`src/rtl/cmoc_consts.svh`:
```
// Purpose: constants for the conversion mode and offset control block
// Assumes: 8-bit register port from the serial engine, 250 MHz clock
// Notes: offsets are the register addresses as the host sees them
`ifndef CMOC_CONSTS_SVH
`define CMOC_CONSTS_SVH

// ----------------------------------------------------------------
// register addresses and reset values
// ----------------------------------------------------------------
`define CMOC_ADDR_TIMEOUT 8'h10
`define CMOC_ADDR_OFFSET1 8'h11
`define CMOC_ADDR_OFFSET2 8'h12
`define CMOC_RST_TIMEOUT 8'h00
`define CMOC_RST_OFFSET 8'h00

// ----------------------------------------------------------------
// field positions
// ----------------------------------------------------------------
`define CMOC_OFS_EN_BIT 7
`define CMOC_OFS_TRK_BIT 6
`define CMOC_CODE_MAX 6'h3F

// ----------------------------------------------------------------
// timing: one timeout step is four hours
// ----------------------------------------------------------------
`define CMOC_STEP_HOURS 4
`define CMOC_CLK_MHZ 250
`define CMOC_STEP_CYCLES (64'd4 * 64'd3600 * 64'd250 * 64'd1000000)

`endif

```
`src/rtl/cmoc_pkg.sv`:
```
// Purpose: shared types for the conversion mode and offset control block
// Assumes: used together with cmoc_consts.svh
// Notes: types only; numbers live in the header
package cmoc_pkg;

	// decoded operating mode
	typedef enum logic [1:0] {
		CMOC_MODE_IDLE,
		CMOC_MODE_CONT,
		CMOC_MODE_SINGLE,
		CMOC_MODE_PDOWN
	} cmoc_mode_t;

	// register write strobe with address and data
	typedef struct packed {
		logic wr;
		logic [7:0] addr;
		logic [7:0] data;
	} cmoc_wr_t;

	// one channel's offset register
	typedef struct packed {
		logic src_en;
		logic trk_en;
		logic [5:0] code;
	} cmoc_ofs_t;

endpackage : cmoc_pkg

```
`src/rtl/cmoc_inact_timer.sv`:
```
// Purpose: inactivity timer that requests automatic power-down
// Assumes: step count parameter may be shortened for simulation
// Notes: expiry is a one-cycle pulse
`timescale 1ns/10ps
`include "cmoc_consts.svh"
module cmoc_inact_timer import cmoc_pkg::*; #(
	parameter logic [63:0] STEP_CYCLES = `CMOC_STEP_CYCLES
) (
	input wire logic clk_in, // core clock
	input wire logic reset_n_in, // async reset, active low
	input wire logic ce_in, // clock enable
	input wire logic [5:0] timeout_in, // six-bit timeout field
	input wire logic restart_in, // restart the period
	input wire logic run_in, // count only while not powered down
	output logic expire_out // one-cycle expiry pulse
);

	// ----------------------------------------------------------------
	// state
	// ----------------------------------------------------------------
	typedef struct packed {
		logic [63:0] sub; // cycles within one step
		logic [5:0] steps; // whole steps elapsed
		logic expire;
	} cmoc_tmr_t;

	cmoc_tmr_t st;
	cmoc_tmr_t next_st;

	// counts steps of four hours; zero field disables
	always_comb begin
		next_st = st;
		next_st.expire = 1'b0;
		if (restart_in || timeout_in == 6'h00 || !run_in) begin // [RQ9] [RQ21]
			next_st.sub = 64'h0;
			next_st.steps = 6'h00;
		end else if (st.sub == STEP_CYCLES - 64'h1) begin // [RQ8]
			next_st.sub = 64'h0;
			if (st.steps + 6'h01 == timeout_in) begin // [RQ6]
				next_st.expire = 1'b1;
				next_st.steps = 6'h00;
			end else begin
				next_st.steps = st.steps + 6'h01;
			end
		end else begin
			next_st.sub = st.sub + 64'h1;
		end
	end

	// register the state
	always_ff @(posedge clk_in or negedge reset_n_in) begin
		if (!reset_n_in) begin
			st <= '0;
		end else if (ce_in) begin
			st <= next_st;
		end
	end

	assign expire_out = st.expire;

	// a zero field must never expire
	timer_off_a: assert property (@(posedge clk_in) disable iff (!reset_n_in)
		(timeout_in == 6'h00) |=> !expire_out) else $error("timer expired while disabled"); // [RQ9]

endmodule : cmoc_inact_timer

```
`src/rtl/cmoc_mode_ctrl.sv`:
```
// Purpose: conversion mode decode, inactivity power-down, offset control
// Assumes: serial engine delivers decoded register writes and reads
// Notes: converter core, comparators and serial engine are outside
//
// Contract
// RQ1 - mode field: idle, continuous, single, power-down
// RQ2 - single mode converts each enabled channel once
// RQ3 - power-down turns off all but serial interface; code keeps offset tracking and trk_active_out running in power-down
// RQ4 - host never writes mode with top bit
// RQ5 - host keeps timeout bits seven, six zero
// RQ6 - inactivity period expiry forces power-down
// RQ7 - leave auto power-down only by command
// RQ8 - timeout counts four hours per step
// RQ9 - zero timeout disables the timer
// RQ10 - offset source on only when bit seven
// RQ11 - tracking when bit six and adaptive
// RQ12 - raise code when average above three quarters
// RQ13 - lower code when average below one quarter
// RQ14 - step size follows input range
// RQ15 - fixed threshold mode disables tracking
// RQ16 - six low bits are linear offset code
// RQ17 - separate offset register per channel
// RQ18 - threshold select one means fixed mode
// RQ19 - convert channel only when enabled
// RQ20 - single mode returns to idle after
// RQ21 - activity or timeout rewrite restarts period
`timescale 1ns/10ps
`include "cmoc_consts.svh"
module cmoc_mode_ctrl import cmoc_pkg::*; #(
	parameter int AVG_W = 12, // width of the data averages
	parameter logic [63:0] STEP_CYCLES = `CMOC_STEP_CYCLES // cycles per four hours
) (
	input wire logic clk_in, // core clock, 250 MHz
	input wire logic reset_n_in, // async reset, active low
	input wire logic ce_in, // clock enable, freezes state when low
	input wire cmoc_wr_t wr_in, // register write from serial engine
	input wire logic [7:0] raddr_in, // register read address
	output logic [7:0] rdata_out, // register read data
	output logic rhit_out, // read address belongs to this block
	input wire logic [2:0] op_mode_in, // op_mode_bit2..0 from setup register
	input wire logic mode_wr_in, // setup register written this cycle
	input wire logic fixed_threshold_select_in, // 1 fixed, 0 adaptive
	input wire logic channel_one_enable_in, // channel one enable
	input wire logic channel_two_enable_in, // channel two enable
	input wire logic [5:0] step_in, // tracking step from input range
	input wire logic [1:0] cmp_active_in, // comparator outputs
	input wire logic [1:0] avg_upd_in, // new average per channel
	input wire logic [AVG_W-1:0] avg1_in, // channel one average
	input wire logic [AVG_W-1:0] avg2_in, // channel two average
	input wire logic conv_done_in, // converter finished one conversion
	output logic conv_start_out, // start one conversion
	output logic conv_ch_out, // channel of that conversion, 0 = one
	output logic core_power_out, // analog power on
	output cmoc_mode_t mode_out, // effective mode
	output logic auto_pdown_out, // sitting in automatic power-down
	output logic [1:0] ofs_src_en_out, // offset source enable per channel
	output logic [1:0] trk_active_out, // tracking active per channel
	output logic [5:0] ofs_code1_out, // channel one offset code
	output logic [5:0] ofs_code2_out // channel two offset code
);

	// ----------------------------------------------------------------
	// state
	// ----------------------------------------------------------------
	typedef enum {
		CV_IDLE,
		CV_WAIT
	} cmoc_cv_t;

	typedef struct packed {
		logic [7:0] timeout; // timeout register
		logic auto_pd; // automatic power-down latched
		logic single_done; // single run finished, hold idle
		logic busy; // conversion in flight
		logic ch; // channel in flight
		logic second; // second channel still owed in single
		logic start; // start pulse
		logic [7:0] rdata; // read data
	} cmoc_st_t;

	cmoc_st_t st;
	cmoc_st_t next_st;
	cmoc_mode_t dec_mode;
	cmoc_mode_t eff_mode;
	cmoc_ofs_t ofs1;
	cmoc_ofs_t ofs2;
	logic wr_tmo;
	logic wr_o1;
	logic wr_o2;
	logic expire;
	logic adaptive;
	logic any_en;

	// ----------------------------------------------------------------
	// decode
	// ----------------------------------------------------------------

	// reserved codes are the host's to avoid; treat as idle to stay safe
	always_comb begin
		case (op_mode_in) // [RQ1] [RQ4]
			3'h0: dec_mode = CMOC_MODE_IDLE;
			3'h1: dec_mode = CMOC_MODE_CONT;
			3'h2: dec_mode = CMOC_MODE_SINGLE;
			3'h3: dec_mode = CMOC_MODE_PDOWN;
			default: dec_mode = CMOC_MODE_IDLE;
		endcase
	end

	// auto power-down overrides the field until a new mode command
	always_comb begin
		if (st.auto_pd) begin
			eff_mode = CMOC_MODE_PDOWN; // [RQ7]
		end else if (dec_mode == CMOC_MODE_SINGLE && st.single_done) begin
			eff_mode = CMOC_MODE_IDLE; // [RQ20]
		end else begin
			eff_mode = dec_mode;
		end
	end

	assign adaptive = !fixed_threshold_select_in; // [RQ18]
	assign any_en = channel_one_enable_in || channel_two_enable_in;
	assign wr_tmo = wr_in.wr && wr_in.addr == `CMOC_ADDR_TIMEOUT;
	assign wr_o1 = wr_in.wr && wr_in.addr == `CMOC_ADDR_OFFSET1; // [RQ17]
	assign wr_o2 = wr_in.wr && wr_in.addr == `CMOC_ADDR_OFFSET2; // [RQ17]

	// ----------------------------------------------------------------
	// sub-blocks
	// ----------------------------------------------------------------

	// timer only runs while the part is awake
	cmoc_inact_timer #(
		.STEP_CYCLES(STEP_CYCLES)
	) u_timer (
		.clk_in(clk_in),
		.reset_n_in(reset_n_in),
		.ce_in(ce_in),
		.timeout_in(st.timeout[5:0]), // [RQ5]
		.restart_in(wr_tmo || cmp_active_in != 2'b00), // [RQ21]
		.run_in(eff_mode != CMOC_MODE_PDOWN),
		.expire_out(expire)
	);

	cmoc_offset_track #(
		.AVG_W(AVG_W)
	) u_ofs1 (
		.clk_in(clk_in),
		.reset_n_in(reset_n_in),
		.ce_in(ce_in),
		.wr_in(wr_o1),
		.wdata_in(wr_in.data),
		.adaptive_in(adaptive),
		.avg_upd_in(avg_upd_in[0]),
		.avg_in(avg1_in),
		.step_in(step_in),
		.ofs_out(ofs1),
		.trk_active_out(trk_active_out[0])
	);

	cmoc_offset_track #(
		.AVG_W(AVG_W)
	) u_ofs2 (
		.clk_in(clk_in),
		.reset_n_in(reset_n_in),
		.ce_in(ce_in),
		.wr_in(wr_o2),
		.wdata_in(wr_in.data),
		.adaptive_in(adaptive),
		.avg_upd_in(avg_upd_in[1]),
		.avg_in(avg2_in),
		.step_in(step_in),
		.ofs_out(ofs2),
		.trk_active_out(trk_active_out[1])
	);

	// ----------------------------------------------------------------
	// sequencing and registers
	// ----------------------------------------------------------------

	// one conversion in flight at a time; single mode takes channel one first
	always_comb begin
		next_st = st;
		next_st.start = 1'b0;
		if (wr_tmo) begin
			next_st.timeout = wr_in.data;
		end
		// an expiry in the same cycle as a mode command wins, so it is never lost
		if (expire) begin
			next_st.auto_pd = 1'b1; // [RQ6]
		end else if (mode_wr_in) begin
			next_st.auto_pd = 1'b0; // [RQ7]
		end
		if (mode_wr_in) begin
			next_st.single_done = 1'b0;
			next_st.second = 1'b0;
		end
		if (st.busy) begin
			if (conv_done_in) begin
				next_st.busy = 1'b0;
				if (eff_mode == CMOC_MODE_SINGLE && !st.second && !mode_wr_in) begin
					next_st.single_done = 1'b1; // [RQ20]
				end
			end
		end else if (!mode_wr_in && any_en) begin
			case (eff_mode)
				CMOC_MODE_CONT: begin
					next_st.start = 1'b1;
					next_st.busy = 1'b1;
					// alternate when both are on, else the lone one
					next_st.ch = (channel_one_enable_in && channel_two_enable_in) ? !st.ch
						: !channel_one_enable_in; // [RQ19]
				end
				CMOC_MODE_SINGLE: begin
					next_st.start = 1'b1;
					next_st.busy = 1'b1;
					if (st.second) begin
						next_st.ch = 1'b1;
						next_st.second = 1'b0;
					end else begin
						next_st.ch = !channel_one_enable_in; // [RQ19]
						next_st.second = channel_one_enable_in && channel_two_enable_in; // [RQ2]
					end
				end
				default: begin
					next_st.busy = 1'b0;
				end
			endcase
		end
		case (raddr_in)
			`CMOC_ADDR_TIMEOUT: next_st.rdata = st.timeout;
			`CMOC_ADDR_OFFSET1: next_st.rdata = ofs1;
			`CMOC_ADDR_OFFSET2: next_st.rdata = ofs2;
			default: next_st.rdata = 8'h00;
		endcase
	end

	// register the state
	always_ff @(posedge clk_in or negedge reset_n_in) begin
		if (!reset_n_in) begin
			st <= '0;
			st.timeout <= `CMOC_RST_TIMEOUT;
			st.ch <= 1'b1; // first continuous start lands on channel one
		end else if (ce_in) begin
			st <= next_st;
		end
	end

	// ----------------------------------------------------------------
	// outputs
	// ----------------------------------------------------------------
	assign rdata_out = st.rdata;
	assign rhit_out = raddr_in inside {`CMOC_ADDR_TIMEOUT, `CMOC_ADDR_OFFSET1,
		`CMOC_ADDR_OFFSET2};
	assign conv_start_out = st.start;
	assign conv_ch_out = st.ch;
	assign mode_out = eff_mode;
	assign auto_pdown_out = st.auto_pd;
	assign core_power_out = eff_mode != CMOC_MODE_PDOWN; // [RQ3]
	assign ofs_src_en_out = {ofs2.src_en, ofs1.src_en} & {2{core_power_out}}; // [RQ10]
	assign ofs_code1_out = ofs1.code; // [RQ16]
	assign ofs_code2_out = ofs2.code;

	// ----------------------------------------------------------------
	// checks
	// ----------------------------------------------------------------
	pdown_power_off_a: assert property (@(posedge clk_in) disable iff (!reset_n_in)
		(mode_out == CMOC_MODE_PDOWN) |-> !core_power_out && !conv_start_out) // [RQ3]
		else $error("power on in power-down");

	auto_pd_sets_a: assert property (@(posedge clk_in) disable iff (!reset_n_in)
		(ce_in && expire) |=> auto_pdown_out) else $error("no auto pd"); // [RQ6]

	auto_pd_holds_a: assert property (@(posedge clk_in) disable iff (!reset_n_in)
		(auto_pdown_out && !mode_wr_in) |=> auto_pdown_out) else $error("left auto pd"); // [RQ7]

	chan_enable_a: assert property (@(posedge clk_in) disable iff (!reset_n_in)
		conv_start_out |-> (conv_ch_out ? $past(channel_two_enable_in)
		: $past(channel_one_enable_in))) else $error("disabled channel"); // [RQ19]

	src_enable_a: assert property (@(posedge clk_in) disable iff (!reset_n_in)
		ofs_src_en_out[0] |-> ofs1.src_en) else $error("source on without bit"); // [RQ10]

	single_idle_a: assert property (@(posedge clk_in) disable iff (!reset_n_in)
		(st.single_done && !mode_wr_in) |=> !conv_start_out) else $error("extra single"); // [RQ20]

endmodule : cmoc_mode_ctrl

```
`src/rtl/cmoc_offset_track.sv`:
```
// Purpose: per-channel offset register with automatic tracking
// Assumes: average update strobe comes once per new average
// Notes: step size follows the selected input range
`timescale 1ns/10ps
`include "cmoc_consts.svh"
module cmoc_offset_track import cmoc_pkg::*; #(
	parameter int AVG_W = 12 // width of the data average
) (
	input wire logic clk_in, // core clock
	input wire logic reset_n_in, // async reset, active low
	input wire logic ce_in, // clock enable
	input wire logic wr_in, // host write to this register
	input wire logic [7:0] wdata_in, // host write data
	input wire logic adaptive_in, // adaptive threshold mode active
	input wire logic avg_upd_in, // new average available
	input wire logic [AVG_W-1:0] avg_in, // channel data average
	input wire logic [5:0] step_in, // step size from input range
	output cmoc_ofs_t ofs_out, // register contents
	output logic trk_active_out // tracking currently on
);

	// ----------------------------------------------------------------
	// state and thresholds
	// ----------------------------------------------------------------
	localparam logic [AVG_W-1:0] HI_LIM = AVG_W'((3 * (2 ** AVG_W)) / 4); // three quarters
	localparam logic [AVG_W-1:0] LO_LIM = AVG_W'((2 ** AVG_W) / 4); // one quarter

	cmoc_ofs_t st;
	cmoc_ofs_t next_st;
	logic trk;

	// tracking only in adaptive mode with the bit set
	assign trk = st.trk_en && adaptive_in; // [RQ11] [RQ15]

	// host write wins; otherwise saturating steps up or down
	always_comb begin
		next_st = st;
		if (wr_in) begin
			next_st = cmoc_ofs_t'(wdata_in); // [RQ16]
		end else if (trk && avg_upd_in) begin
			if (avg_in > HI_LIM) begin // [RQ12] [RQ14]
				next_st.code = (st.code > `CMOC_CODE_MAX - step_in) ? `CMOC_CODE_MAX
					: st.code + step_in;
			end else if (avg_in < LO_LIM) begin // [RQ13] [RQ14]
				next_st.code = (st.code < step_in) ? 6'h00 : st.code - step_in;
			end
		end
	end

	// register the state
	always_ff @(posedge clk_in or negedge reset_n_in) begin
		if (!reset_n_in) begin
			st <= cmoc_ofs_t'(`CMOC_RST_OFFSET);
		end else if (ce_in) begin
			st <= next_st;
		end
	end

	assign ofs_out = st;
	assign trk_active_out = trk;

	// fixed mode never moves the code on its own
	fixed_hold_a: assert property (@(posedge clk_in) disable iff (!reset_n_in)
		(ce_in && !wr_in && !adaptive_in) |=> $stable(st.code)) else $error("code moved"); // [RQ15]

	// high average with room raises the code
	raise_code_a: assert property (@(posedge clk_in) disable iff (!reset_n_in)
		(ce_in && !wr_in && trk && avg_upd_in && avg_in > HI_LIM && step_in != 6'h00
		&& st.code != `CMOC_CODE_MAX) |=> st.code > $past(st.code)) else $error("no raise"); // [RQ12]

	// low average with room lowers the code
	lower_code_a: assert property (@(posedge clk_in) disable iff (!reset_n_in)
		(ce_in && !wr_in && trk && avg_upd_in && avg_in < LO_LIM && step_in != 6'h00
		&& st.code != 6'h00) |=> st.code < $past(st.code)) else $error("no lower"); // [RQ13]

endmodule : cmoc_offset_track

```
`config.mk`:
```
export PLATFORM = sky130hd
export DESIGN_NAME = cmoc_mode_ctrl
export DESIGN_NICKNAME = d
export VERILOG_FILES = /design/src/rtl/cmoc_pkg.sv /design/src/rtl/cmoc_inact_timer.sv /design/src/rtl/cmoc_mode_ctrl.sv /design/src/rtl/cmoc_offset_track.sv
export VERILOG_INCLUDE_DIRS = /design/src /design/src/rtl
export SDC_FILE = /design/constraint.sdc
export NUM_CORES = 1
export LEC_CHECK = 0
export ABC_AREA = 1
export BUFFER_PORTS_ARGS = -buffer_cell sky130_fd_sc_hd__buf_2
export CAP_MARGIN = 0
export CORE_ASPECT_RATIO = 0.7
export CORE_MARGIN = 2
export CORE_UTILIZATION = 50
export CTS_CLUSTER_SIZE = 14
export DETAILED_ROUTE_END_ITERATION = 7
export GPL_ROUTABILITY_DRIVEN = 0
export HOLD_SLACK_MARGIN = 0.03
export PLACE_DENSITY = 0.8
export SETUP_SLACK_MARGIN = 0.05
export SLEW_MARGIN = 20
export SYNTH_ARGS = -nofsm -noshare
export SYNTH_HDL_FRONTEND = slang
export SYNTH_HIERARCHICAL = 1
export SYNTH_SLANG_ARGS = --single-unit
```
`constraint.sdc`:
```
create_clock -name clk_in -period 3.1 [get_ports clk_in]
set_clock_uncertainty 0.15 [all_clocks]
set_input_delay 0.155 -clock clk_in [delete_from_list [all_inputs] [get_ports clk_in]]
set_output_delay 0.155 -clock clk_in [all_outputs]
set_load 0.02 [all_outputs]
```
# Word-level counts from Yosys, hierarchy flattened
# Cells that the tools add are included.
# Widths: inputs -> output; s select.
[word_totals] register_bits=109 inputBits=70 output_inout_bits=31 word_cells=127
[op_classes] n_addsub=7 order_cmp=8 n_eq_ne=15 muxes=37 bitwise=2 reduce_logical=41
[ops] operator="$mux 6" count=13
[ops] operator="$mux 70" count=1
[ops] operator="$add 64x1->64 const B" count=1
[ops] operator="$eq 64x42->1 const B" count=1
[ops] operator="$mux 64" count=1
[ops] operator="$eq 8x5->1 const B" count=6
[ops] operator="$gt 12x12->1 const B" count=2
[ops] operator="$lt 12x11->1 const B" count=2
[ops] operator="$pmux 8 s3" count=1
[ops] operator="$add 6x6->6" count=2
[ops] operator="$gt 6x6->1" count=2
[ops] operator="$logic_and 1x1->1" count=12
[ops] operator="$lt 6x6->1" count=2
[ops] operator="$mux 1" count=12
[ops] operator="$reduce_bool 2->1" count=6
[ops] operator="$sub 6x6->6" count=2
[ops] operator="$mux 2" count=5
[ops] operator="$reduce_and 2->1" count=5
[ops] operator="$reduce_bool 3->1" count=3
[ops] operator="$mux 7" count=1
[ops] operator="$add 6x1->6 const B" count=1
[ops] operator="$eq 3x2->1 const B" count=2
[ops] operator="$eq 6x6->1" count=1
[ops] operator="$logic_not 1->1" count=6
[ops] operator="15 further kinds" count=20

# Longest topological paths before layout
# Gate-level depths: netlist of the first run.
[logic_depth] depth_word=12 ltp_mapped=14 ltp_nobuf=14

# Cells and area by module
# Netlist of the first run, hierarchy kept.
[modules_own_cells] module="cmoc_inact_timer" n_inst=1 cells_per_inst=832 area_per_inst_um2=5177.5 seq_area_each_um2=1776.7
[modules_own_cells] module="cmoc_offset_track" n_inst=2 cells_per_inst=184 area_per_inst_um2=1178.6 seq_area_each_um2=200.2
[modules_own_cells] module="cmoc_mode_ctrl" n_inst=1 cells_per_inst=195 area_per_inst_um2=1433.9 seq_area_each_um2=551.8

# Worst setup path after synthesis of the first run
# Ideal clock, no wire load.
[synth_timing] path_kind="reg2reg" start="register st (netlist bit auto_pdown_out)" end="register u_timer/st[34] (netlist bit)" setup_time_ns=0.119 arrival_time_ns=1.916 required_time_ns=2.831 path_slack_ns=0.915 path_stages_with_launch=10 n_path_buf=1 period_less_slack_ns=2.185 path_cell_list="dfrtp_1 > inv_1 > nand2_1 > ha_1 > inv_1 > nand3_1 > clkinv_1 > a21oi_4 > buf_6 > nor2_1"
[synth_between] elab_chain_cells=5
[synth_rtl] item="from (decl)" line_no="cmoc_mode_ctrl.sv:81" source="cmoc_st_t st;"
[synth_rtl] item="from (signal assigned)" line_no="cmoc_mode_ctrl.sv:243" source="st <= next_st;"
[synth_rtl] item="$mux 2" line_no="cmoc_mode_ctrl.sv:111" source="if (st.auto_pd) begin"
[synth_rtl] item="net mode_out[1]" line_no="cmoc_mode_ctrl.sv:54" source="output cmoc_mode_t mode_out,"
[synth_rtl] item="$ne 2x2->1"
[synth_rtl] item="net core_power_out" line_no="cmoc_mode_ctrl.sv:53" source="output logic core_power_out,"
[synth_rtl] item="$logic_not 1->1" line_no="cmoc_inact_timer.sv:34" source="if (restart_in || timeout_in == 6'h00 || !run_in) begin"
[synth_rtl] item="$logic_or 1x1->1" line_no="cmoc_inact_timer.sv:34"
[synth_rtl] item="$mux 70" line_no="cmoc_inact_timer.sv:34"
[synth_rtl] item="to (signal assigned)" line_no="cmoc_inact_timer.sv:55" source="st <= next_st;"
[synth_rtl] item="to (decl)" line_no="cmoc_inact_timer.sv:27" source="cmoc_tmr_t st;"
# The timed path passes the listed nets, and every way through them passes these cells.
# A chain may end at the register's enable or synchronous reset.

# Worst setup path in the final report of the first run
[layout_timing] start="register st (netlist bit auto_pdown_out)" end="register u_timer/st[60] (netlist bit)"
[layout_between] elab_chain_cells=5
[layout_rtl] item="$mux 2" line_no="cmoc_mode_ctrl.sv:111"
[layout_rtl] item="$ne 2x2->1" line_no="cmoc_mode_ctrl.sv:139" source=".run_in(eff_mode != CMOC_MODE_PDOWN),"
[layout_rtl] item="$logic_not 1->1" line_no="cmoc_inact_timer.sv:34"
[layout_rtl] item="$logic_or 1x1->1" line_no="cmoc_inact_timer.sv:34"
[layout_rtl] item="$mux 70" line_no="cmoc_inact_timer.sv:34"
# Every way passes these cells.

==> flow_summary.html, run 1 <==
<table>
<tr><th>Metric</th><th>Value</th></tr>
<tr><th colspan="2">Status</th></tr>
<tr><td>Status</td><td>finished, final reports clean</td></tr>
<tr><th colspan="2">Pwr</th></tr>
<tr><td>Max rail drop VDD</td><td>~0.24 mV</td></tr>
<tr><td>Power per unit of standard cell area</td><td>about 300 mW/mm²</td></tr>
<tr><td>Leakage power figure</td><td>between 5 and 6 nW</td></tr>
<tr><td>Overall Power</td><td>a little under 0.003 W</td></tr>
<tr><th colspan="2">Place</th></tr>
<tr><td>Number of cells after detailed placement</td><td>1704</td></tr>
<tr><td>Area after detailed placement</td><td>0.00961 mm²</td></tr>
<tr><td>DP Worst Slack</td><td>~0.83 ns</td></tr>
<tr><td>Port-buffer cells</td><td>100</td></tr>
<tr><td>Hpwl dp</td><td>about 20000 µm</td></tr>
<tr><th colspan="2">Hold path</th></tr>
<tr><td>Terminating pin of the worst hold path</td><td>rdata_out[5]</td></tr>
<tr><td>Class of the worst hold path</td><td>input port to register</td></tr>
<tr><td>Launch point of the worst hold path</td><td>ce_in</td></tr>
<tr><td>WHS Path Cells</td><td>4</td></tr>
<tr><th colspan="2">Logic synthesis</th></tr>
<tr><td>Number of storage elements in the synthesis netlist</td><td>about 110</td></tr>
<tr><td>Prevailing post-synth register cell</td><td>dfrtp_1</td></tr>
<tr><td>Cell area after technology mapping</td><td>0.00897 mm²</td></tr>
<tr><td>Area share of the leading cell type in the synthesized netlist</td><td>between 30% and 40%</td></tr>
<tr><td>Biggest area consumer among synthesized cells</td><td>dfrtp_1</td></tr>
<tr><td>Mean cell area of the mapped netlist</td><td>roughly 6.4 µm²</td></tr>
<tr><td>Most repeated cell in the gate-level netlist after synthesis</td><td>nand2_1</td></tr>
<tr><td>Area contributors post-synth</td><td>dfrtp_1 (30%), nand2_1 (18%), nor2_1 (9.6%)</td></tr>
<tr><td>Yosys warnings</td><td>6</td></tr>
<tr><td>Cell count after synthesis</td><td>about 1400</td></tr>
<tr><td>Number of distinct library cells after synthesis</td><td>50</td></tr>
<tr><td>Synthesized net count</td><td>about 1500</td></tr>
<tr><td>Number of flops mapped to enable cells by yosys</td><td>0</td></tr>
<tr><td>Part of the Yosys area used for sequential elements</td><td>30.4%</td></tr>
<tr><td>Async S/R FF share, synth</td><td>100%</td></tr>
<tr><td>Top post-synthesis cells by count</td><td>nand2_1 (423), nor2_1 (229), inv_1 (183)</td></tr>
<tr><th colspan="2">Global route</th></tr>
<tr><td>Via count of the first global-routing pass</td><td>between 8000 and 9000</td></tr>
<tr><td>Number of antenna violations at the first check in global routing</td><td>0</td></tr>
<tr><td>Grt ovf</td><td>0</td></tr>
<tr><td>Wire length of the first global-routing pass</td><td>roughly 42000 µm</td></tr>
<tr><td>Largest net degree at the start of global routing</td><td>57</td></tr>
<tr><td>Global router's overall resource usage</td><td>around 28%</td></tr>
<tr><th colspan="2">Finish</th></tr>
<tr><td>Cell area after layout</td><td>between 0.01 and 0.015 mm²</td></tr>
<tr><td>Antenna fix cells</td><td>0</td></tr>
<tr><td>Count of placed standard cells in the final layout, fillers left out</td><td>~1700</td></tr>
<tr><td>Layout cell share with drive strength beyond 1</td><td>between 10% and 20%</td></tr>
<tr><td>Number of nets in the layout</td><td>~1600</td></tr>
<tr><td>Synth-to-layout area growth</td><td>11.9%</td></tr>
<tr><th colspan="2">Critical path</th></tr>
<tr><td>Worst setup path startpoint</td><td>auto_pdown_out</td></tr>
<tr><td>Cell chain of the critical path</td><td>a21oi_1, inv_1, ha_1, inv_1, nand3_1, clkinv_1, nand2_1, nand2_1, buf_4, nand2_1, nor2_1</td></tr>
<tr><td>Arrival @ worst endpoint</td><td>~2.5 ns</td></tr>
<tr><td>Worst setup slack for register-to-register paths</td><td>roughly 0.79 ns</td></tr>
<tr><td>Nature of the critical path startpoint</td><td>register</td></tr>
<tr><td>Highest net fanout along the worst path</td><td>15</td></tr>
<tr><td>Most common cell on crit path</td><td>nand2_1</td></tr>
<tr><td>Startpoint of the lowest-slack register-to-register path</td><td>auto_pdown_out</td></tr>
<tr><td>CP max-delay cell</td><td>dfrtp_1</td></tr>
<tr><td>Worst EP required</td><td>about 3.2 ns</td></tr>
<tr><td>Worst path max stage delay</td><td>around 0.40 ns</td></tr>
<tr><td>Type of element capturing the critical path</td><td>register</td></tr>
<tr><td>Reg2reg end</td><td>u_timer/st[60]</td></tr>
<tr><td>WS Path Type</td><td>register to register</td></tr>
<tr><td>Path depth of the worst reg2reg path</td><td>11</td></tr>
<tr><th colspan="2">Clock tree</th></tr>
<tr><td>Clk sinks</td><td>around 110</td></tr>
<tr><td>Clk root buf</td><td>clkbuf_16</td></tr>
<tr><td>Max Buffers Root-to-Sink</td><td>2</td></tr>
<tr><td>Resize count post-CTS</td><td>0</td></tr>
<tr><td>H-tree levels</td><td>3</td></tr>
<tr><td>Clock insertion delay at the later pin of the skew report</td><td>between 0.3 and 0.4 ns</td></tr>
<tr><td>Clock-pin slew on the worst setup and hold paths</td><td>approximately 0.080 ns</td></tr>
<tr><td>Clock tree from TritonCTS</td><td>built</td></tr>
<tr><td>Number of buffers inserted during clock tree synthesis</td><td>9</td></tr>
<tr><th colspan="2">Floorplan</th></tr>
<tr><td>Die outline height</td><td>approximately 120 µm</td></tr>
<tr><td>IO Pins</td><td>101</td></tr>
<tr><td>Floorplan die area</td><td>about 0.019 mm²</td></tr>
<tr><td>Core ar.</td><td>roughly 0.017 mm²</td></tr>
<tr><td>Initial Util</td><td>51.6%</td></tr>
<tr><td>Number of rows created at floorplan</td><td>40</td></tr>
<tr><td>Floorplan die width</td><td>roughly 160 µm</td></tr>
<tr><th colspan="2">Timing</th></tr>
<tr><td>RSZ-0062 raised after global routing</td><td>no</td></tr>
<tr><td>Period Utilization, post-route</td><td>about three quarters</td></tr>
<tr><td>Slew at the pin closest to its max-slew limit</td><td>0.680 ns</td></tr>
<tr><td>Post-Route Setup TNS</td><td>0 ns</td></tr>
<tr><td>Remaining max-slew budget at the tightest pin</td><td>a little over half</td></tr>
<tr><td>Final setup viols</td><td>0</td></tr>
<tr><td>Setup slack after layout</td><td>0.789 ns</td></tr>
<tr><td>Final max-slew violation count</td><td>0</td></tr>
<tr><td>Final critical path time including I/O delays and setup</td><td>2.31 ns</td></tr>
<tr><td>Final Hold Vio Count</td><td>0</td></tr>
<tr><td>Max frequency</td><td>0.433 GHz</td></tr>
<tr><th colspan="2">Routing</th></tr>
<tr><td>Wire length reported by the detailed router</td><td>~26000 µm</td></tr>
<tr><td>Total via count in the routed design</td><td>about 9300</td></tr>
<tr><td>Pre-Repair DR Iteration Count</td><td>7</td></tr>
<tr><td>DR iter-0 viols</td><td>around 1200</td></tr>
<tr><td>Post-detailed-route via-to-cell ratio</td><td>about 5.4</td></tr>
<tr><td>Remaining routing DRC violations</td><td>0</td></tr>
<tr><td>DRT antenna net count</td><td>0</td></tr>
<tr><td>Final routed wire length divided by cell count</td><td>approximately 15 µm</td></tr>
<tr><th colspan="2">Job</th></tr>
<tr><td>Max-cap violation count</td><td>0</td></tr>
</table>
## where the power goes
part / switching, W / leakage [nW] / internal (W) / total [W]
clock: 0.000545 / 0.140 / 0.000598 / 0.00114
combinational: 0.000241 / 3.64 / 0.000131 / 0.000372
sequential: 0.0000184 / 1.52 / 0.00144 / 0.00146
total: 0.000804 / 5.30 / 0.00217 / 0.00298
## metal layers
| layer | vias up | track usage, % | wire, µm |
|---|---|---|---|
| met5 | - | 0 | 0 |
| met1 | 4180 | 43.9 | 12300 |
| met3 | 37 | 8.98 | 3860 |
| met4 | 0 | 5.44 | 252 |
| li1 | 4556 | - | - |
| met2 | 555 | 38.1 | 9870 |
## flip-flops by register name, indices dropped and copies added (netlist names)
signal / cells
conv_start_out: 1
u_timer/expire_out: 1
u_ofs1/ofs_out: 8
auto_pdown_out: 1
st: 11
rdata_out: 8
u_ofs2/ofs_out: 8
u_timer/st: 70
conv_ch_out: 1
## cells in the final DEF, fill, tap and decap left out, drive strengths merged
master	Yosys	final
nand2	440	440
nor2	245	245
inv	197	198
nand3	158	158
dfrtp	108	108
buf	24	106
nand4	34	34
ha	30	30
xor2	28	28
a21oi	26	26
o21ai	25	25
nor3	22	22
dlygate4sd3	0	13
clkbuf	4	11
clkinv	7	9
xnor2	8	8
o21bai	7	7
or2	5	5
o22ai	4	4
mux2	4	4
fa	4	4
nand3b	4	4
clkinvlp	0	2
nor4	2	2
a21o	2	2
and2	2	2
o211ai	1	1
and3	1	1
o2111a	1	1
dfstp	1	1
mux2i	1	1
## kinds of logic (layout without fill, tap and decap cells)
logic type / Yosys count / count (layout) / synth area share, %
XOR/XNOR: 36 / 36 / 3.52
multiplexers: 5 / 5 / 0.614
AO/OA/AOI/OAI: 66 / 66 / 4.88
buffers and inverters: 232 / 339 / 11.2
flip-flops: 109 / 109 / 30.4
AND/OR/NAND/NOR: 913 / 913 / 44.3
adder cells (fa/ha/maj): 34 / 34 / 5.08
## final cells by class
class | instances | area [µm²]
fillers | 1601 | 7330
multi-input cells | 1054 | 5240
flip-flops and latches | 109 | 2730
inverters | 204 | 781
repair buffers | 119 | 703
well taps | 231 | 289
clock buffers | 11 | 253
clock inverters | 5 | 43.8
## critical path, delay by kind of cell (launching register included)
family          cells  cell delay [ns]
compound gates      1             0.19
fa+ha+maj           1             0.29
buf+inv             4             0.56
flops               1             0.40
simple gates        5             0.64
## how the worst max path moves through the flow
stage / to / cells past startpoint / slack, ns
floorplan: u_timer/st[34] / 9 / 0.91
global placement: u_timer/st[9] / 11 / 0.95
detailed placement: u_timer/st[60] / 11 / 0.83
CTS: u_timer/st[60] / 11 / 0.84
global route: u_timer/st[60] / 11 / 0.65
finish: u_timer/st[60] / 11 / 0.79
## timing repair
action,4_1_cts,5_1_grt
setup endpoints to repair,0,0
buffers inserted,0,0
hold endpoints to repair,70,0
hold buffers,13,0
## stage by stage
stage / util (%) / hold WS (ns)
5_1_grt: 57.8 / 0.172
2_1_floorplan: - / -0.291
6_report: 57.8 / 0.162
3_5_place_dp: 55.3 / 0.0926
3_3_place_gp: 55.3 / 0.0880
4_1_cts: 57.8 / 0.151
No activity file was read; power rests on OpenSTA's default activity.
==> run 2: changes to the inputs <==
--- a/config.mk
+++ b/config.mk
@@ -6,7 +6,7 @@
 export SDC_FILE = /design/constraint.sdc
 export NUM_CORES = 1
 export LEC_CHECK = 0
-export ABC_AREA = 1
+export ABC_AREA = 0
 export BUFFER_PORTS_ARGS = -buffer_cell sky130_fd_sc_hd__buf_2
 export CAP_MARGIN = 0
 export CORE_ASPECT_RATIO = 0.7
@@ -16,7 +16,7 @@
 export DETAILED_ROUTE_END_ITERATION = 7
 export GPL_ROUTABILITY_DRIVEN = 0
 export HOLD_SLACK_MARGIN = 0.03
-export PLACE_DENSITY = 0.8
+export PLACE_DENSITY = 0.81
 export SETUP_SLACK_MARGIN = 0.05
 export SLEW_MARGIN = 20
 export SYNTH_ARGS = -nofsm -noshare
==> constraint.sdc (replaced) <==
create_clock -name clk_in -period 2.4 [get_ports clk_in]
set_clock_uncertainty 0.15 [all_clocks]
set_input_delay 0.12 -clock clk_in [delete_from_list [all_inputs] [get_ports clk_in]]
set_output_delay 0.12 -clock clk_in [all_outputs]
set_load 0.02 [all_outputs]
==> run 2 against run 1 <==
  * Critical path depth shrank 3
  * Area after synthesis shrank 18%
  * Largest cell class unchanged
  * Routed wire length shrank 25%
  * Count of clock-buffer cells in the layout shrank 1
  * Non-clock buffer count grew 55
  * Largest power group unchanged
  * Register-to-register slack lost 0.73 ns
  * Die area shrank 18%
  * Sequential share of layout area grew 3.1 points
  * Setup slack lost 0.73 ns
==> flow_summary.html, run 2 <==
<table>
<tr><th>Metric</th><th>Value</th></tr>
<tr><th colspan="2">Timing</th></tr>
<tr><td>Final critical path time including I/O delays and setup</td><td>~2.3 ns</td></tr>
<tr><td>RSZ-0062 raised after global routing</td><td>yes</td></tr>
<tr><td>Final max-slew violation count</td><td>0</td></tr>
<tr><td>Period Utilization, post-route</td><td>between 90 and 100%</td></tr>
<tr><td>Remaining max-slew budget at the tightest pin</td><td>60.9%</td></tr>
<tr><td>Slew at the pin closest to its max-slew limit</td><td>between 0.5 and 0.6 ns</td></tr>
<tr><td>Final setup viols</td><td>0</td></tr>
<tr><td>Max frequency</td><td>0.427 GHz</td></tr>
<tr><td>Final Hold Vio Count</td><td>0</td></tr>
<tr><td>Setup slack after layout</td><td>between 0.05 and 0.06 ns</td></tr>
<tr><th colspan="2">Routing</th></tr>
<tr><td>Final routed wire length divided by cell count</td><td>between 15 and 20 µm</td></tr>
<tr><td>DR iter-0 viols</td><td>roughly 550</td></tr>
<tr><td>Post-detailed-route via-to-cell ratio</td><td>around 5.8</td></tr>
<tr><td>Total via count in the routed design</td><td>~6700</td></tr>
<tr><td>DRT antenna net count</td><td>0</td></tr>
<tr><td>Wire length reported by the detailed router</td><td>slightly below 20000 µm</td></tr>
<tr><td>Pre-Repair DR Iteration Count</td><td>7</td></tr>
<tr><td>Remaining routing DRC violations</td><td>0</td></tr>
<tr><th colspan="2">Pwr</th></tr>
<tr><td>Max rail drop VDD</td><td>between 0.2 and 0.3 mV</td></tr>
<tr><td>Clock Power Share</td><td>between 30% and 40%</td></tr>
<tr><td>Switching power as a share of total power</td><td>28.4%</td></tr>
<tr><td>Net Sw Power</td><td>between 0.001 and 0.0015 W</td></tr>
<tr><td>Overall Power</td><td>around 0.0041 W</td></tr>
<tr><td>Portion of total power attributed to combinational logic</td><td>between 10% and 20%</td></tr>
<tr><td>Leakage power figure</td><td>4.07 nW</td></tr>
<tr><td>Cell Int Power</td><td>~0.003 W</td></tr>
<tr><td>Sequential cell fraction of total power</td><td>between 40% and 50%</td></tr>
<tr><td>Power per unit of standard cell area</td><td>~450 mW/mm²</td></tr>
<tr><th colspan="2">Logic synthesis</th></tr>
<tr><td>Most repeated cell in the gate-level netlist after synthesis</td><td>dfrtp_1</td></tr>
<tr><td>Area share of the leading cell type in the synthesized netlist</td><td>a little under two fifths</td></tr>
<tr><td>Top post-synthesis cells by count</td><td>dfrtp_1 (108), nor2_1 (92), inv_1 (65)</td></tr>
<tr><td>Number of storage elements in the synthesis netlist</td><td>109</td></tr>
<tr><td>Cell count after synthesis</td><td>between 800 and 900</td></tr>
<tr><td>Cell area after technology mapping</td><td>between 0.007 and 0.008 mm²</td></tr>
<tr><td>Number of flops mapped to enable cells by yosys</td><td>0</td></tr>
<tr><td>Biggest area consumer among synthesized cells</td><td>dfrtp_1</td></tr>
<tr><td>Synthesized net count</td><td>a little over 900</td></tr>
<tr><td>Async S/R FF share, synth</td><td>100%</td></tr>
<tr><td>Prevailing post-synth register cell</td><td>dfrtp_1</td></tr>
<tr><td>Mean cell area of the mapped netlist</td><td>between 9 and 10 µm²</td></tr>
<tr><td>Part of the Yosys area used for sequential elements</td><td>a little under two fifths</td></tr>
<tr><td>Area contributors post-synth</td><td>dfrtp_1 (37%), ha_1 (5.1%), nor2_1 (4.7%)</td></tr>
<tr><td>Yosys warnings</td><td>6</td></tr>
<tr><td>Number of distinct library cells after synthesis</td><td>71</td></tr>
<tr><th colspan="2">Critical path</th></tr>
<tr><td>Bufs and invs on worst path</td><td>2</td></tr>
<tr><td>Worst EP required</td><td>roughly 2.5 ns</td></tr>
<tr><td>Startpoint of the lowest-slack register-to-register path</td><td>u_ofs1/ofs_out[3]</td></tr>
<tr><td>WS Path Type</td><td>register to register</td></tr>
<tr><td>Cell chain of the critical path</td><td>buf_4, ha_1, nor2b_1, o31ai_2, a32o_2, inv_1, o31ai_2, a31oi_1</td></tr>
<tr><td>Reg2reg end</td><td>u_ofs1/ofs_out[5]</td></tr>
<tr><td>Worst setup slack for register-to-register paths</td><td>between 0.05 and 0.06 ns</td></tr>
<tr><td>Worst setup path startpoint</td><td>u_ofs1/ofs_out[3]</td></tr>
<tr><td>Arrival @ worst endpoint</td><td>approximately 2.4 ns</td></tr>
<tr><td>Dominant delay contributor by cell family on the critical path</td><td>compound AO/OA/AOI/OAI gates</td></tr>
<tr><td>Critical Path Sink</td><td>u_ofs1/ofs_out[5]</td></tr>
<tr><td>CP max-delay cell</td><td>dfrtp_1</td></tr>
<tr><td>Path depth of the worst reg2reg path</td><td>8</td></tr>
<tr><td>Type of element capturing the critical path</td><td>register</td></tr>
<tr><td>Worst path max stage delay</td><td>around 0.41 ns</td></tr>
<tr><td>Depth of the critical timing path with buffers and inverters included</td><td>8</td></tr>
<tr><td>Highest net fanout along the worst path</td><td>7</td></tr>
<tr><td>Most common cell on crit path</td><td>o31ai_2</td></tr>
<tr><td>Nature of the critical path startpoint</td><td>register</td></tr>
<tr><th colspan="2">Floorplan</th></tr>
<tr><td>Number of rows created at floorplan</td><td>36</td></tr>
<tr><td>Floorplan die width</td><td>between 100 and 150 µm</td></tr>
<tr><td>Floorplan die area</td><td>0.0157 mm²</td></tr>
<tr><td>Core ar.</td><td>roughly 0.014 mm²</td></tr>
<tr><td>Die outline height</td><td>105 µm</td></tr>
<tr><td>IO Pins</td><td>~100</td></tr>
<tr><td>Initial Util</td><td>51.8%</td></tr>
<tr><th colspan="2">Clock tree</th></tr>
<tr><td>Number of buffers inserted during clock tree synthesis</td><td>9</td></tr>
<tr><td>Clock insertion delay at the later pin of the skew report</td><td>approximately 0.35 ns</td></tr>
<tr><td>H-tree levels</td><td>3</td></tr>
<tr><td>Clock-pin slew on the worst setup and hold paths</td><td>about 0.070 ns</td></tr>
<tr><td>Clk root buf</td><td>clkbuf_16</td></tr>
<tr><td>Clock tree from TritonCTS</td><td>built</td></tr>
<tr><td>Clk sinks</td><td>~110</td></tr>
<tr><td>Max Buffers Root-to-Sink</td><td>2</td></tr>
<tr><th colspan="2">Status</th></tr>
<tr><td>Status</td><td>finished, final reports clean</td></tr>
<tr><th colspan="2">Global route</th></tr>
<tr><td>Wire length of the first global-routing pass</td><td>between 30000 and 40000 µm</td></tr>
<tr><td>Global router's overall resource usage</td><td>25.0%</td></tr>
<tr><td>Largest net degree at the start of global routing</td><td>52</td></tr>
<tr><td>Grt ovf</td><td>0</td></tr>
<tr><td>Via count of the first global-routing pass</td><td>between 6000 and 7000</td></tr>
<tr><td>Number of antenna violations at the first check in global routing</td><td>0</td></tr>
<tr><th colspan="2">Finish</th></tr>
<tr><td>Number of nets in the layout</td><td>between 1000 and 1500</td></tr>
<tr><td>Layout cell share with drive strength beyond 1</td><td>29.5%</td></tr>
<tr><td>Synth-to-layout area growth</td><td>23.3%</td></tr>
<tr><td>Most frequent standard cell in the layout excluding fill and tap cells</td><td>buf_2</td></tr>
<tr><td>Flip-flop count of the largest register, all copies and words added</td><td>70</td></tr>
<tr><td>Antenna fix cells</td><td>0</td></tr>
<tr><td>Regs by FF count</td><td>u_timer/st (70), st (11)</td></tr>
<tr><td>Filler cell count</td><td>1135</td></tr>
<tr><td>Leading cell types in the layout, fill and taps excluded</td><td>buf_2 (99), dfrtp_1 (98), nor2_1 (91)</td></tr>
<tr><td>Largest register by flop count</td><td>u_timer/st</td></tr>
<tr><th colspan="2">Place</th></tr>
<tr><td>DP Worst Slack</td><td>-0.0186 ns</td></tr>
<tr><td>Port-buffer cells</td><td>100</td></tr>
<tr><td>Hpwl dp</td><td>between 10000 and 15000 µm</td></tr>
<tr><th colspan="2">Job</th></tr>
<tr><td>Max-cap violation count</td><td>0</td></tr>
<tr><th colspan="2">Hold path</th></tr>
<tr><td>Class of the worst hold path</td><td>input port to register</td></tr>
</table>
run 2: layout make-up:
class	count	area (µm²)	area share, %
multi-input combinational	591	4410	48.7
tap	190	238	2.63
sequential	109	2740	30.3
timing repair buffer	174	1130	12.5
clock inverter	6	46.3	0.512
inverter	67	251	2.78
clock buffer	10	229	2.53
run 2: stage by stage:
stage               hold slack [ns]  utilization [%]  instances  cell area (µm²)  TNS (ns)
finish                       0.0379             63.9       1147             9040         0
global route                 0.0632             63.9       1147             9040         0
CTS                          0.0331             61.6       1134             8710         0
detailed placement           0.0117             58.4       1102             8260   -0.0423
global placement             0.0112             58.4       1102             8260         0
floorplan                    -0.326                -        807             7360         0
run 2: cells by family after synthesis:
family / after synthesis / share of synthesized area [%]
multiplexers: 23 / 3.77
XOR/XNOR: 58 / 6.93
AO/OA/AOI/OAI: 155 / 15.7
adder cells (fa/ha/maj): 34 / 6.21
buffers and inverters: 107 / 6.48
AND/OR/NAND/NOR: 321 / 23.7
flip-flops: 109 / 37.2
run 2: worst min-delay path: cells and delay by family:
kind                   cells  cell delay [ns]
AOI/OAI and AO/OA          1             0.17
buffers and inverters      1             0.12
and+or+nand+nor            2             0.09
run 2: worst min-delay path by stage:
stage,start,end,slack [ns],cells past startpoint
floorplan,reset_n_in,auto_pdown_out,-0.33,0
global placement,reset_n_in,u_timer/st[28],0.01,1
detailed placement,reset_n_in,u_timer/st[28],0.01,1
CTS,channel_two_enable_in,st[9],0.03,4
global route,channel_two_enable_in,st[9],0.06,4
finish,channel_two_enable_in,st[9],0.04,4
run 2: power by group through the flow:
| stage | registers (W) | clock network [W] | logic (W) |
|---|---|---|---|
| after CTS | 0.00191 | 0.00143 | 0.000702 |
| after global placement | 0.00194 | 0 | 0.000657 |
| after global routing | 0.00192 | 0.00151 | 0.000829 |
| final | 0.00191 | 0.00139 | 0.000769 |
| after detailed placement | 0.00194 | 0 | 0.000671 |
| after floorplan | 0.00197 | 0 | 0.000369 |
run 2: what timing repair did:
| item | 4_1_cts | 5_1_grt |
|---|---|---|
| resized for setup | 6 | 52 |
| hold buffers | 13 | 0 |
| buffers inserted | 3 | 13 |
| endpoints found under the setup margin | 10 | 78 |
| pin swaps | 5 | 19 |
| endpoints found under the hold margin | 68 | 0 |
run 2: layer usage:
layer	vias to the layer above	global-route usage, %	wire length, µm
met1	3235	38.4	9380
met2	273	34.8	8290
met4	0	5.92	309
met5	-	0	0
met3	32	6.49	1740
li1	3165	-	-
